==> src/gdoc_regs.svh <==
`ifndef GDOC_REGS_SVH
`define GDOC_REGS_SVH

// ==========================================================
// Register offsets
`define GDOC_LOCK_ADDR 4'h3
`define GDOC_LSGD_ADDR 4'h4
`define GDOC_OCC_ADDR 4'h5

// ==========================================================
// Field positions
`define GDOC_LOCK_HI 10
`define GDOC_LOCK_LO 8
`define GDOC_CBC_BIT 10
`define GDOC_TDRV_HI 9
`define GDOC_TDRV_LO 8
`define GDOC_SRC_HI 7
`define GDOC_SRC_LO 4
`define GDOC_SNK_HI 3
`define GDOC_SNK_LO 0
`define GDOC_RETRY_BIT 10
`define GDOC_DEAD_HI 9
`define GDOC_DEAD_LO 8
`define GDOC_MODE_HI 7
`define GDOC_MODE_LO 6
`define GDOC_DEG_HI 5
`define GDOC_DEG_LO 4
`define GDOC_TRIP_HI 3
`define GDOC_TRIP_LO 0

// ==========================================================
// Reset values and lock codes
`define GDOC_LSGD_RST 11'h7FF
`define GDOC_OCC_RST 11'h169
`define GDOC_LOCK_RST 3'h3
`define GDOC_LOCK_SET 3'h6
`define GDOC_LOCK_CLR 3'h3

// ==========================================================
// Timing
`define GDOC_CLK_NS 100
`define GDOC_DRIVE_BASE_NS 500
`define GDOC_DEAD_BASE_NS 50
`define GDOC_DEG_BASE_US 1
`define GDOC_RETRY_LONG_MS 8
`define GDOC_RETRY_SHORT_US 50

`endif

==> src/gdoc_pkg.sv <==
package gdoc_pkg;
    typedef enum logic [1:0] {
        GDOC_RESP_LATCH,
        GDOC_RESP_RETRY,
        GDOC_RESP_REPORT,
        GDOC_RESP_OFF
    } gdoc_resp_t;
    typedef enum logic [1:0] {
        GDOC_FLT_IDLE,
        GDOC_FLT_LATCHED,
        GDOC_FLT_RETRY
    } gdoc_flt_t;
endpackage : gdoc_pkg

==> src/gdoc_top.sv <==
`timescale 1ns/1ps
`include "gdoc_regs.svh"
module gdoc_top #(
    parameter int RETRY_LONG_CYC = `GDOC_RETRY_LONG_MS * 1000000 / `GDOC_CLK_NS
) (
    input wire logic clk, // 10 MHz core clock
    input wire logic sys_rst, // Async reset, high
    input wire logic reg_wr, // Register write strobe
    input wire logic reg_rd, // Register read strobe
    input wire logic [3:0] reg_addr, // Register address
    input wire logic [10:0] reg_wdata, // Write data
    output logic [10:0] reg_rdata, // Read data, held
    input wire logic clear_fault, // Explicit fault clear pulse
    input wire logic pwm_hi_in, // High-side PWM pin
    input wire logic pwm_lo_in, // Low-side PWM pin
    input wire logic drain_source_overcurrent, // Drain-source comparator
    input wire logic shunt_overcurrent, // Shunt comparator
    output logic gate_hi, // High-side gate command
    output logic gate_lo, // Low-side gate command
    output logic ls_peak_en, // Low-side peak current window
    output logic [3:0] ls_source_current_sel, // Source current code
    output logic [3:0] ls_sink_current_sel, // Sink current code
    output logic [3:0] drain_source_trip_sel, // Trip threshold code
    output logic fault_active, // Protective fault active
    output logic oc_report, // Overcurrent reported
    output logic [2:0] lock_code // Lock field
);
    localparam int RETRY_SHORT_CYC = `GDOC_RETRY_SHORT_US * 1000 / `GDOC_CLK_NS;

    // ==========================================================
    // Timing helpers
    function automatic int cyc_up(input int ns);
        int c;
        c = (ns + `GDOC_CLK_NS - 1) / `GDOC_CLK_NS;
        return (c < 1) ? 1 : c;
    endfunction : cyc_up

    function automatic logic [7:0] scaled_cyc(input int base_ns, input logic [1:0] code);
        return 8'(cyc_up(base_ns << code));
    endfunction : scaled_cyc

    // ==========================================================
    // Registers
    logic [10:0] lsgd_q, lsgd_d;
    logic [10:0] occ_q, occ_d;
    logic [2:0] lock_q, lock_d;
    logic [10:0] rdata_q, rdata_d;
    logic locked;

    always_comb begin
        lsgd_d = lsgd_q;
        occ_d = occ_q;
        lock_d = lock_q;
        rdata_d = rdata_q;
        locked = (lock_q == `GDOC_LOCK_SET);
        if (reg_wr) begin
            if (reg_addr == `GDOC_LOCK_ADDR) begin
                if (!locked && reg_wdata[`GDOC_LOCK_HI:`GDOC_LOCK_LO] == `GDOC_LOCK_SET) begin
                    lock_d = `GDOC_LOCK_SET;
                end else if (locked &&
                             reg_wdata[`GDOC_LOCK_HI:`GDOC_LOCK_LO] == `GDOC_LOCK_CLR) begin
                    lock_d = `GDOC_LOCK_CLR;
                end
            end
            if (!locked && reg_addr == `GDOC_LSGD_ADDR) begin
                lsgd_d = reg_wdata;
            end
            if (!locked && reg_addr == `GDOC_OCC_ADDR) begin
                occ_d = reg_wdata;
            end
        end
        if (reg_rd) begin
            unique case (reg_addr)
                `GDOC_LOCK_ADDR: rdata_d = {lock_q, 8'h00};
                `GDOC_LSGD_ADDR: rdata_d = lsgd_q;
                `GDOC_OCC_ADDR: rdata_d = occ_q;
                default: rdata_d = 11'h000;
            endcase
        end
    end

    always_ff @(posedge clk or posedge sys_rst) begin
        if (sys_rst) begin
            lsgd_q <= `GDOC_LSGD_RST;
            occ_q <= `GDOC_OCC_RST;
            lock_q <= `GDOC_LOCK_RST;
            rdata_q <= 11'h000;
        end else begin
            lsgd_q <= lsgd_d;
            occ_q <= occ_d;
            lock_q <= lock_d;
            rdata_q <= rdata_d;
        end
    end

    // ==========================================================
    // Pin synchronisers
    logic [3:0] sync1_q, sync2_q;
    logic [1:0] pwm_prev_q;
    logic hi_s, lo_s, ds_s, sh_s, pwm_edge;

    always_ff @(posedge clk or posedge sys_rst) begin
        if (sys_rst) begin
            sync1_q <= 4'h0;
            sync2_q <= 4'h0;
            pwm_prev_q <= 2'h0;
        end else begin
            sync1_q <= {pwm_hi_in, pwm_lo_in, drain_source_overcurrent, shunt_overcurrent};
            sync2_q <= sync1_q;
            pwm_prev_q <= sync2_q[3:2];
        end
    end

    assign hi_s = sync2_q[3];
    assign lo_s = sync2_q[2];
    assign ds_s = sync2_q[1];
    assign sh_s = sync2_q[0];
    assign pwm_edge = |(sync2_q[3:2] ^ pwm_prev_q);

    // ==========================================================
    // Deglitch and fault response
    gdoc_pkg::gdoc_resp_t resp;
    gdoc_pkg::gdoc_flt_t flt_q, flt_d;
    logic [7:0] ds_cnt_q, ds_cnt_d, sh_cnt_q, sh_cnt_d, deg_cyc;
    logic [23:0] retry_q, retry_d;
    logic report_q, report_d, detect, cbc_on;

    assign resp = gdoc_pkg::gdoc_resp_t'(occ_q[`GDOC_MODE_HI:`GDOC_MODE_LO]);

    always_comb begin
        deg_cyc = scaled_cyc(`GDOC_DEG_BASE_US * 1000, occ_q[`GDOC_DEG_HI:`GDOC_DEG_LO]);
        ds_cnt_d = ds_s ? ((ds_cnt_q < deg_cyc) ? ds_cnt_q + 8'h01 : ds_cnt_q) : 8'h00;
        sh_cnt_d = sh_s ? ((sh_cnt_q < deg_cyc) ? sh_cnt_q + 8'h01 : sh_cnt_q) : 8'h00;
        detect = (ds_cnt_q >= deg_cyc) || (sh_cnt_q >= deg_cyc);
        cbc_on = lsgd_q[`GDOC_CBC_BIT] && (resp == gdoc_pkg::GDOC_RESP_RETRY);
        flt_d = flt_q;
        retry_d = (retry_q != 24'h000000) ? retry_q - 24'h000001 : retry_q;
        // An active fault stays reported even if the mode is changed under it
        report_d = (flt_q != gdoc_pkg::GDOC_FLT_IDLE) ||
                   (detect && resp != gdoc_pkg::GDOC_RESP_OFF);
        unique case (flt_q)
            gdoc_pkg::GDOC_FLT_IDLE: begin
                if (detect && resp == gdoc_pkg::GDOC_RESP_LATCH) begin
                    flt_d = gdoc_pkg::GDOC_FLT_LATCHED;
                end else if (detect && resp == gdoc_pkg::GDOC_RESP_RETRY) begin
                    flt_d = gdoc_pkg::GDOC_FLT_RETRY;
                    retry_d = occ_q[`GDOC_RETRY_BIT] ? 24'(RETRY_SHORT_CYC) :
                                                       24'(RETRY_LONG_CYC);
                end
            end
            gdoc_pkg::GDOC_FLT_LATCHED: begin
                if (clear_fault && !detect) begin
                    flt_d = gdoc_pkg::GDOC_FLT_IDLE;
                end
            end
            gdoc_pkg::GDOC_FLT_RETRY: begin
                if (retry_q <= 24'h000001 || (cbc_on && pwm_edge)) begin
                    flt_d = gdoc_pkg::GDOC_FLT_IDLE;
                    retry_d = 24'h000000;
                end
            end
            default: flt_d = gdoc_pkg::GDOC_FLT_IDLE;
        endcase
    end

    always_ff @(posedge clk or posedge sys_rst) begin
        if (sys_rst) begin
            flt_q <= gdoc_pkg::GDOC_FLT_IDLE;
            ds_cnt_q <= 8'h00;
            sh_cnt_q <= 8'h00;
            retry_q <= 24'h000000;
            report_q <= 1'b0;
        end else begin
            flt_q <= flt_d;
            ds_cnt_q <= ds_cnt_d;
            sh_cnt_q <= sh_cnt_d;
            retry_q <= retry_d;
            report_q <= report_d;
        end
    end

    // ==========================================================
    // Gate sequencing with dead time and peak window
    logic gh_q, gh_d, gl_q, gl_d, block, want_h, want_l;
    logic [7:0] dead_q, dead_d, peak_q, peak_d;

    // A fault in report-only mode never reaches this gate
    assign block = (flt_q != gdoc_pkg::GDOC_FLT_IDLE);

    always_comb begin
        want_h = hi_s && !lo_s && !block;
        want_l = lo_s && !hi_s && !block;
        dead_d = (dead_q != 8'h00) ? dead_q - 8'h01 : dead_q;
        gh_d = want_h && (gh_q || (!gl_q && dead_q == 8'h00));
        gl_d = want_l && (gl_q || (!gh_q && dead_q == 8'h00));
        if ((gh_q && !gh_d) || (gl_q && !gl_d)) begin
            dead_d = scaled_cyc(`GDOC_DEAD_BASE_NS, occ_q[`GDOC_DEAD_HI:`GDOC_DEAD_LO]);
        end
        peak_d = (peak_q != 8'h00) ? peak_q - 8'h01 : peak_q;
        if (gl_d && !gl_q) begin
            peak_d = scaled_cyc(`GDOC_DRIVE_BASE_NS, lsgd_q[`GDOC_TDRV_HI:`GDOC_TDRV_LO]);
        end else if (!gl_d) begin
            peak_d = 8'h00;
        end
    end

    always_ff @(posedge clk or posedge sys_rst) begin
        if (sys_rst) begin
            gh_q <= 1'b0;
            gl_q <= 1'b0;
            dead_q <= 8'h00;
            peak_q <= 8'h00;
        end else begin
            gh_q <= gh_d;
            gl_q <= gl_d;
            dead_q <= dead_d;
            peak_q <= peak_d;
        end
    end

    // ==========================================================
    // Outputs
    logic peak_en_q, peak_en_d, fault_q, fault_d;

    always_comb begin
        peak_en_d = (peak_d != 8'h00);
        fault_d = (flt_d != gdoc_pkg::GDOC_FLT_IDLE);
    end

    always_ff @(posedge clk or posedge sys_rst) begin
        if (sys_rst) begin
            peak_en_q <= 1'b0;
            fault_q <= 1'b0;
        end else begin
            peak_en_q <= peak_en_d;
            fault_q <= fault_d;
        end
    end

    assign reg_rdata = rdata_q;
    assign gate_hi = gh_q;
    assign gate_lo = gl_q;
    assign ls_peak_en = peak_en_q;
    assign ls_source_current_sel = lsgd_q[`GDOC_SRC_HI:`GDOC_SRC_LO];
    assign ls_sink_current_sel = lsgd_q[`GDOC_SNK_HI:`GDOC_SNK_LO];
    assign drain_source_trip_sel = occ_q[`GDOC_TRIP_HI:`GDOC_TRIP_LO];
    assign fault_active = fault_q;
    assign oc_report = report_q;
    assign lock_code = lock_q;
endmodule : gdoc_top

==> config.mk <==
export PLATFORM = sky130hd
export DESIGN_NAME = gdoc_top
export DESIGN_NICKNAME = d
export VERILOG_FILES = /design/src/gdoc_pkg.sv /design/src/gdoc_top.sv
export VERILOG_INCLUDE_DIRS = /design/src
export SDC_FILE = /design/constraint.sdc
export NUM_CORES = 1
export LEC_CHECK = 0
export BUFFER_PORTS_ARGS = -buffer_cell sky130_fd_sc_hd__clkbuf_2
export CELL_PAD_IN_SITES_DETAIL_PLACEMENT = 1
export CELL_PAD_IN_SITES_GLOBAL_PLACEMENT = 1
export CORE_MARGIN = 3
export CORE_UTILIZATION = 43
export DETAILED_ROUTE_END_ITERATION = 12
export MAX_ROUTING_LAYER = met4
export PLACE_DENSITY_LB_ADDON = 0.1
export SYNTH_ARGS = -nofsm -noshare
export SYNTH_HDL_FRONTEND = slang
export SYNTH_SLANG_ARGS = --single-unit
==> constraint.sdc <==
create_clock -name clk -period 3.6 [get_ports clk]
set_input_delay 0.18 -clock clk [delete_from_list [all_inputs] [get_ports clk]]
set_output_delay 0.18 -clock clk [all_outputs]
set_load 0.005 [all_outputs]
---- Yosys cells after proc, flatten, opt, wreduce, memory -nomap -nowiden ----
Index checks and enable logic that the tools add are counted.
storage, ports and cells
  flip-flop bits (word level) ............. 109
  input bits .............................. 24
  output and inout bits ................... 31
operators by class
  div/mod/pow operators ................... 3
  muxes and demuxes ....................... 26
  add/subtract/negate cells ............... 11
  $lt $le $gt $ge ......................... 8
  shifts and indexed selects .............. 3
  bitwise operators ....................... 1
  equality and inequality tests ........... 12
  reduce and logical (&&, ||, !) cells .... 51
operators by type and width
  operator                                                                           number
  32-bit by 8-bit adder with 32-bit output, second input constant                    3
  32-bit by 8-bit divider with 32-bit output, second input constant                  3
  32-bit by 2-bit less-than comparator with 1-bit output, second input constant      3
  24-bit 2-to-1 mux                                                                  4
  8-bit 2-to-1 mux                                                                   12
  32-bit by 2-bit subtractor with 32-bit output, second input constant               3
  24-bit case mux with 2 select lines                                                1
  11-bit case mux with 3 select lines                                                1
  10-bit by 2-bit left shift with 32-bit output, first input constant                1
  6-bit by 2-bit left shift with 32-bit output, first input constant                 1
  9-bit by 2-bit left shift with 32-bit output, first input constant                 1
  24-bit by 1-bit less-or-equal comparator with 1-bit output, second input constant  1
  24-bit nonzero test                                                                1
  8-bit nonzero test                                                                 3
  24-bit by 1-bit subtractor with 24-bit output, second input constant               1
  1-bit logical AND                                                                  21
  17-bit 2-to-1 mux                                                                  1
  8-bit by 1-bit adder with 8-bit output, second input constant                      2
  8-bit >= comparator                                                                2
  8-bit less-than comparator                                                         2
  8-bit by 1-bit subtractor with 8-bit output, second input constant                 2
  1-bit zero test                                                                    9
  4-bit by 3-bit equality test with 1-bit output, second input constant              2
  8-bit zero test                                                                    1
  17 further kinds                                                                   34

---- Longest topological paths before layout ----
Gate-level depths: netlist of run 1.
  depth after elaboration ................. 13
  mapped depth ............................ 20
  gate-level depth less buffers ........... 18

---- Worst setup path before layout of run 1 ----
OpenSTA, ideal clock, no wires.
  path kind ............................... reg-to-reg
  start point ............................. reg occ_q[5]
  end point ............................... reg retry_q[3]
  slack ................................... -0.272 ns
  arrival time ............................ 3.799 ns
  period minus slack after synthesis ...... 3.872 ns
  stages on the path, launching flop included .. 21
  library setup time ...................... 0.072 ns
  cells stage by stage .................... dfstp_2 inv_1 ha_1 inv_1 ha_1 inv_1 a21oi_1 o21ai_0 a2111oi_0 nor2_1 nand4_1 ha_1 nor2b_1 o211ai_1 a21oi_1 a2111oi_4 nand3_4 a31o_1 buf_6 buf_8 nor2_1
between the ends
  cells in the longest elaborated chain, start to end .. 12
  elaborated cells between the ends (all ways) .. 14
RTL lines
  element                                                   RTL line         source
  start: declaration                                        gdoc_top.sv:45   logic [10:0] occ_q, occ_d;
  start signal: assignment                                  gdoc_top.sv:85   occ_q <= `GDOC_OCC_RST;
  10-bit by 2-bit left shift with 32-bit output (*)         gdoc_top.sv:39   return 8'(cyc_up(base_ns << code));
  32-bit by 8-bit adder with 32-bit output (no line) (*)    -
  32-bit by 2-bit subtractor with 32-bit output (*)         gdoc_top.sv:34   c = (ns + `GDOC_CLK_NS - 1) / `GDOC_CLK_NS;
  32-bit by 8-bit divider with 32-bit output (no line) (*)  -
  32-bit by 2-bit less-than comparator with 1-bit output    gdoc_top.sv:35   return (c < 1) ? 1 : c;
  8-bit 2-to-1 mux (*)                                      gdoc_top.sv:35
  8-bit >= comparator                                       gdoc_top.sv:134  detect = (ds_cnt_q >= deg_cyc) || (sh_cnt_q >= deg_cyc);
  1-bit logical OR (*)                                      gdoc_top.sv:134
  1-bit logical AND                                         gdoc_top.sv:145  end else if (detect && resp == gdoc_pkg::GDOC_RESP_RETRY) begin
  24-bit 2-to-1 mux                                         gdoc_top.sv:145
  24-bit 2-to-1 mux (*)                                     gdoc_top.sv:143  if (detect && resp == gdoc_pkg::GDOC_RESP_LATCH) begin
  24-bit case mux with 2 select lines (*)                   gdoc_top.sv:141  unique case (flt_q)
  via retry_d[3]                                            gdoc_top.sv:125  logic [23:0] retry_q, retry_d;
  end signal: assignment                                    gdoc_top.sv:177  retry_q <= retry_d;
  end: declaration                                          gdoc_top.sv:125
The timed path passes the listed nets; every way through them passes the cells marked *.
A chain may end at the register's enable or synchronous reset.

---- Final worst setup path of run 1 ----
  start point ............................. reg occ_q[5]
  end point ............................... reg retry_q[13]
The elaborated chain is that of the path after synthesis.

==> results of run 1 <==
[stage by stage]
step	worst slack, ps	utilization	setup TNS (ps)	instance area [µm²]	std cells
floorplan	6.78	-	0	6470	652
global placement	-58.4	0.483	-137	7050	896
detailed placement	-142	0.483	-2040	7050	896
CTS	-34.3	0.514	-120	7500	920
global route	-425	0.533	-13950	7780	931
finish	-164	0.533	-3530	7780	931
[sequential cells by signal, summed over array words and instances, names as in the netlist]
signal	count
oc_report	1
dead_q	8
ls_peak_en	1
lsgd_q	11
flt_q	2
occ_q	11
retry_q	24
gate_hi	1
sync1_q	4
ds_cnt_q	8
sync2_q	4
gate_lo	1
fault_active	1
pwm_prev_q	2
peak_q	8
lock_code	2
sh_cnt_q	8
reg_rdata	11
[cells in the final DEF (no fill, tap or decap), types with 4 or more instances in the layout]
cell type,n
and3_1,5
nor3b_1,4
nor3_1,14
o21ai_0,21
ha_1,48
inv_1,42
nand2b_1,7
a21oi_1,22
inv_2,4
nor2_1,52
xor2_1,9
mux2_2,25
a21oi_2,6
nor2b_1,9
dlygate4sd3_1,5
o211ai_1,5
clkbuf_16,9
xnor2_1,35
clkbuf_2,53
nand3_1,5
nand4_1,14
and2_1,15
nand2_1,49
dfrtp_1,90
nand3b_1,8
ha_4,6
buf_4,38
a22oi_1,11
o22ai_1,14
dfstp_2,17
or3_1,4
nor4_1,14
buf_6,8
[cell type report]
class	count	area (µm²)	area share
Clock buffer	10	239	0.0307
Multi-Input combinational cell	470	3630	0.466
Sequential cell	108	2730	0.350
Timing Repair Buffer	105	711	0.0913
Clock inverter	6	63.8	0.00820
Inverter	48	185	0.0238
Tap cell	184	230	0.0296
[cells in the mapped netlist (all sizes together) (8+ instances only)]
| master | count | share of area |
|---|---|---|
| o21ai | 26 | 0.020 |
| xnor2 | 35 | 0.047 |
| nand2 | 50 | 0.029 |
| inv | 48 | 0.028 |
| ha | 57 | 0.11 |
| mux2 | 25 | 0.044 |
| nor2 | 54 | 0.031 |
| nand3b | 8 | 0.0093 |
| o22ai | 14 | 0.014 |
| dfstp | 17 | 0.069 |
| xor2 | 9 | 0.012 |
| and2 | 15 | 0.015 |
| clkbuf | 10 | 0.0058 |
| dfrtp | 91 | 0.35 |
| nor2b | 12 | 0.012 |
| nand4 | 14 | 0.014 |
| a22oi | 11 | 0.013 |
| nor3 | 15 | 0.012 |
| buf | 16 | 0.020 |
| nor4 | 14 | 0.014 |
| a21oi | 29 | 0.022 |
[per-layer routing]
| layer | routed length [µm] | vias up | global-route usage |
|---|---|---|---|
| met2 | 8340 | 53 | 0.353 |
| li1 | - | 2450 | - |
| met3 | 459 | 12 | 0.0461 |
| met5 | 0 | - | - |
| met1 | 7360 | 2545 | 0.259 |
| met4 | 190 | 0 | 0.0414 |
[timing repair]
| item | 4_1_cts | 5_1_grt |
|---|---|---|
| hold endpoints to repair | 53 | 0 |
| pin swaps | 1 | 14 |
| resized for setup | 20 | 48 |
| cloned | 0 | 0 |
| hold buffers | 5 | 0 |
| setup endpoints to repair | 25 | 44 |
| setup buffers | 3 | 11 |
[kinds of logic after synthesis]
group | share of synthesized area
AOI/OAI and AO/OA | 0.119
xor gates and xnor gates | 0.0597
adders and majority gates | 0.110
buffers and inverters | 0.0537
DFF | 0.422
muxes | 0.0483
other | 0.000581
and+or+nand+nor | 0.187
[how the worst min path moves through the flow]
| stage | from | endpoint | slack, ps | cells past startpoint |
|---|---|---|---|---|
| after floorplan | shunt_overcurrent | sync1_q[0] | 210 | 0 |
| after global placement | pwm_hi_in | sync1_q[3] | 290 | 1 |
| after detailed placement | pwm_hi_in | sync1_q[3] | 290 | 1 |
| after CTS | reg_wdata[3] | occ_q[3] | 50 | 2 |
| after global routing | reg_wdata[3] | lsgd_q[3] | 60 | 2 |
| final | reg_wdata[0] | occ_q[0] | 60 | 2 |
[power by group through the flow]
stage | logic, mW | registers, mW | clock network, mW
floorplan | 1.18 | 1.72 | 0
global placement | 1.53 | 1.79 | 0
detailed placement | 1.61 | 1.80 | 0
CTS | 1.67 | 1.79 | 1.04
global route | 2.14 | 1.84 | 1.10
finish | 1.91 | 1.79 | 1.01
==> impl_results.md, run 1 <==
- Status: finished with violations
- Failing checks: negative setup slack
- LEAKAGE: 3.50 nW
- CP arrival: 4050 ps
- Vias in the first global route: 5,476
- Worst setup path startpoint: occ_q[5]
- Post-Syn Instances: 652
- Total internal power: 2.93 mW
- Critical Path End Type: flop
- Critical-path top delay cell: dfstp_2
- Reg power frac: 0.380
- Routed vias/inst: roughly 5.4
- P_sw: 1.78 mW
- PortBufs: 53
- Fin worst setup slack: -164 ps
- Clock power frac: 0.215
- Gpl congestion: 0.825
- Ys flop type: dfrtp_1
- R2r startpoint: occ_q[5]
- Worst Setup Start Kind: flop
- Reg2Reg Capture Point: retry_q[13]
- Critical-path cell list: inv_2, ha_4, inv_4, ha_4, buf_6, o21ai_0, a21oi_1, a211oi_2, a21oi_1, nor2_1, nand4_1, ha_2, nor2b_1, o211ai_1, a21oi_2, a2111oi_4, nand3_4, buf_6, a41oi_2, buf_4, a21boi_1
- Grt ovf: 0
- Final Hold Vio Count: 0
- Min-Delay Path Class: primary input to flop
- CTS Buf Count: 9
- Total power draw: between 4 and 5 mW
- Reg clk slew, reported paths: approximately 80 ps
- Worst Skew: 10.0 ps
- Initial antenna violation count: 0
- CTS H-tree lvls: 3
- Worst VDD drop: 0.381 mV
- Crit path kind: flop to flop
- Combinational power share: 0.406
- Die width: approximately 130 µm
- Reg2Reg Depth: 21
- Final setup violation count: 39
- Antenna viol nets, final: 0
- Clock latency on the worst-skew pair: 360 ps
- Power Density: 606 nW/µm²
- Fin nets: 823
- Initial DRC count: 200
- Syn_nets: 733
- Starting density of the core: 0.442
- Final Cycle Share: 1.05
- First-pass GRT wire length: between 20 and 30 mm
- Largest stage delay, worst path: 640 ps
- Max-slew violation count: 0
- Actual slew at the worst max-slew pin: around 850 ps
- CTS tree: done
- Synth cell types: 61
- # IOs: between 50 and 60
- WL per Instance: 17.6 µm
- Worst path bufs/invs: 5
- DRT Pass-1 Iters: 4
- Root Driver: clkbuf_16
- Maxcap violations: 0
- Synth async-reset ratio: 1.00
- Row cnt: 44
- Post-synth EDFFs: 0
- Worst Path Max Fanout: 6
- Setup slack, reg-to-reg: -160 ps
- Period minus WS final: 3760 ps
- Vias: 5,060
- Critical Path Sink: retry_q[13]
- Die area: 16,500 µm²
- Largest net degree at the start of global routing: 61
- Sw Share: 0.378
- CP required: a little under 4000 ps
- Syn. warnings: 0
- Dpl hpwl: 11.8 mm
- Synthesized area: 6450 µm²
- WL final: 16.4 mm
- Mean Syn Cell Area: 9.90 µm²
- Seq/Total Area, Yosys: 0.422
- Post-route DRC: 0
- Hold_ws: 64.8 ps
- WP depth: 21
- Slew HR: 0.430
- GRT Total Usage: 0.209
- Ant diodes: 0
- Fill count: approximately 1,600
- Delay-heaviest family, CP: compound AO/OA/AOI/OAI gates
- Synthesis-stage register bit count: ~110
- Worst-case clock buffer depth: 2
- Die H: 129 µm
- Area grow syn2layout: 20.6%
- RSZ-0062 raised after global routing: yes
- Proportion of layout cells with a drive suffix above 1: 0.281
- Fmax: 266 MHz
- Core area: ~15,000 µm²
- CTS sink cnt: 108
Power figures use the tool's default switching activity.
==> inputs of run 2 (changes only) <==
ABC_AREA = 1   (was not set)
CORE_UTILIZATION = 41   (was 43)
CTS_CLUSTER_SIZE = 10   (was not set)
==> run 2 against run 1 <==
The flow now finishes without violations. Critical path type unchanged. Sequential share of layout area is 0.88 points lower. Register-to-register slack better by 290 ps. Worst setup slack better by 290 ps. Synthesized area is 5.8% higher. Largest cell class unchanged. Non-clock buffer count is 26 lower. Flip-flop and latch count stayed put.
==> impl_results.md, run 2 <==
- Status: finished, final reports clean
- CTS sink cnt: 108 (unchanged)
- CP arrival: 3750 ps (-300 ps)
- Ant diodes: 0 (unchanged)
- Crit path kind: flop to flop
- Synth cell types: 50 (-18%)
- Synth Area in XOR/XNOR: 0.0410 (-0.0187)
- Die width: 135 µm (+5.1%)
- Simple-gate share of the synthesized area: 0.254 (+0.0675)
- Initial DRC count: 222 (+11%)
- Max-slew violation count: 0 (unchanged)
- Worst Path Max Fanout: 5 (-1)
- Total power draw: 4.75 mW (+0.84%)
- Largest net degree at the start of global routing: 63 (+3.3%)
- Grt ovf: 0 (unchanged)
- WL final: 17.8 mm (+9.0%)
- Power Density: 595 nW/µm² (-1.7%)
- CTS Buf Count: 9 (unchanged)
- Footprint of the multi-input gates: 3750 µm² (+3.3%)
- Routed vias/inst: 5.16 (-5.0%)
- Synth Area in Compound Gates: 0.0993 (-0.0193)
- Final setup violation count: 0 (-100%)
- Synth top area cells: dfrtp_1 33%, ha_1 10%, nand2_1 8.4%
- Root Driver: clkbuf_16
- Starting density of the core: 0.424 (-0.0187)
- Vias in the first global route: 6,243 (+14%)
- Die area: 18,200 µm² (+10%)
- Post-synth top area cell: dfrtp_1
- CTS tree: done
- Die H: 135 µm (+5.1%)
- # IOs: 55 (unchanged)
- Dpl hpwl: 13.3 mm (+13%)
- Register area: 2730 µm² (unchanged)
- Actual slew at the worst max-slew pin: 785 ps (-61.6 ps)
- Worst Setup Start Kind: flop
- Clock latency on the worst-skew pair: 370 ps (about the same)
- Post-synth EDFFs: 0 (unchanged)
- Area grow syn2layout: 16.9%
- Vias: 5,815 (+15%)
- Synthesized area: 6830 µm² (+5.8%)
- Top cell type's share of synthesized area: 0.333 (-0.0193)
- Antenna viol nets, final: 0 (unchanged)
- Core area: 16,100 µm² (+10%)
- DRT Pass-1 Iters: 6 (+2)
- GRT Total Usage: 0.206 (-0.00230)
- CP required: 3880 ps (about the same)
- RSZ-0062 raised after global routing: yes
- Row cnt: 46 (+4.5%)
- Ys flop type: dfrtp_1
- CTS H-tree lvls: 3 (unchanged)
- Count leader, synth: nand2_1
- Cell Area, Placed: 7290 µm² (+3.5%)
- Most frequent cells in the layout: 146 x nand2_1, 103 x inv_1, 90 x dfrtp_1, 74 x nor2_1, 58 x o21ai_0
- Gpl congestion: 0.861 (+4.3%)
- Fin worst setup slack: 130 ps (+294 ps)
- Proportion of layout cells with a drive suffix above 1: 0.227 (-0.0537)
- Pre-CTS setup slack: -76.5 ps (+65.5 ps)
- PortBufs: 53 (unchanged)
- Critical Path End Type: flop
- Post-Syn Instances: 834 (+28%)
- Reg clk slew, reported paths: 80 ps (about the same)
- Fill count: 1,980 (+25%)
- Syn_nets: 915 (+25%)
- First-pass GRT wire length: 29.8 mm (+9.5%)
- Synth async-reset ratio: 1.00 (unchanged)
- WL per Instance: 15.8 µm (-9.8%)
- Design area: 7980 µm² (+2.6%)
- Largest family of logic cells by synthesized area: simple AND/OR/NAND/NOR gates
- Fin nets: 986 (+20%)
- Max FFs per register: 24 (unchanged)
- Post-route DRC: 0 (unchanged)
- Period minus WS final: 3470 ps (-294 ps)
- Maxcap violations: 0 (unchanged)
- Worst Hold Path Cells: 3 (+1)
- Post-synth top cells: 153 x nand2_1, 111 x inv_1, 91 x dfrtp_1
- LEAKAGE: 3.95 nW (+13%)
- Biggest register: retry_q
- Initial antenna violation count: 0 (unchanged)
- Final Hold Vio Count: 0 (unchanged)
- Reg2Reg Depth: 25 (+19%)
- Seq/Total Area, Yosys: 0.399 (-0.0231)
- Post-synthesis mux area share: 0.0165 (-0.0318)
- Most common cell after layout, fill and taps aside: nand2_1
- Synthesis-stage register bit count: 108 (unchanged)
- Slew HR: 0.477 (+0.0462)
- Worst VDD drop: 0.329 mV (-14%)
- Worst-case clock buffer depth: 2 (unchanged)
- Post-Synth Adder-Cell Area: 0.104 (-0.00605)
- Min-Delay Path Class: primary input to flop
- Final Cycle Share: 0.964 (-0.0817)
- Fmax: 288 MHz (+8.5%)
- Mean Syn Cell Area: 8.19 µm² (-17%)
- Worst Skew: 14.2 ps (+4.22 ps)
- Final TNS setup: 0 ps (+3530 ps)
- Syn. warnings: 0 (unchanged)
[run 2: what timing repair did]
item | in CTS | in global routing
endpoints found under the setup margin | 17 | 43
resized for setup | 9 | 54
gates cloned | 0 | 2
endpoints found under the hold margin | 50 | 0
pin swaps | 1 | 13
hold buffers | 5 | 0
buffers inserted | 0 | 12
[run 2: worst paths after layout]
path	endpoint	from	slack (ps)
worst max-delay path	retry_q[17]	occ_q[5]	130
max in group asynchronous	occ_q[5]	sys_rst	2210
worst min-delay path	lsgd_q[3]	reg_wdata[3]	20
worst min register to register	sync2_q[2]	sync1_q[2]	350
min in group asynchronous	ls_peak_en	sys_rst	500
worst max register to register	retry_q[17]	occ_q[5]	130
[run 2: worst max-delay path: stages, from the launching register on]
cell      delay (ps)
dfstp_2          640
buf_12           140
ha_4             140
inv_1             70
o21ai_1          170
nand3_2          150
nand4_1          180
nand2_2          110
nand2_2           80
nand2_1           50
nand4_1           80
nand2_1           70
a21oi_2          170
ha_2             180
inv_1             40
a21oi_2          100
o21ai_1           60
nand2_1           70
o211ai_2          90
nor2_2           130
nand3_2          110
nand2_4          120
nand2_4           70
nand2_8          140
clkinv_8          90
nor3_4           120
[run 2: kinds of logic (layout without fill, tap and decap cells)]
logic type / Yosys count / in the layout
AND/OR/NAND/NOR: 371 / 371
buffers and inverters: 136 / 212
AO/OA/AOI/OAI: 119 / 119
flip-flops: 108 / 108
adder cells (fa/ha/maj): 57 / 57
XOR/XNOR: 32 / 32
multiplexers: 10 / 10
other: 1 / 1
[run 2: final cells by class]
type,count,share of cell area
multi-input cells,590,0.469
flip-flops and latches,108,0.341
repair buffers,79,0.0608
inverters,115,0.0564
well taps,216,0.0339
clock buffers,10,0.0287
clock inverters,6,0.00737
repair inverters,2,0.00219
[run 2: power by group]
| group | internal [mW] | total (mW) | leakage [nW] | switching, mW |
|---|---|---|---|---|
| combinational | 0.780 | 2.06 | 2.44 | 1.28 |
| sequential | 1.47 | 1.71 | 1.37 | 0.238 |
| clock | 0.485 | 0.986 | 0.137 | 0.500 |
| total | 2.74 | 4.75 | 3.95 | 2.02 |
[run 2: layer usage]
metal	share of wire	GRT usage	up-vias
met2	0.52	0.360	55
li1	-	-	2862
met5	0	-	-
met3	0.019	0.0324	16
met4	0.014	0.0510	0
met1	0.45	0.252	2882
[run 2: stage by stage]
step | utilization | hold slack [ps] | instances
after CTS | 0.475 | 4.70 | 1112
after global routing | 0.495 | 33.8 | 1126
after detailed placement | 0.452 | 290 | 1091
after global placement | 0.452 | 290 | 1091
final | 0.495 | 15.2 | 1126
after floorplan | - | 211 | 834
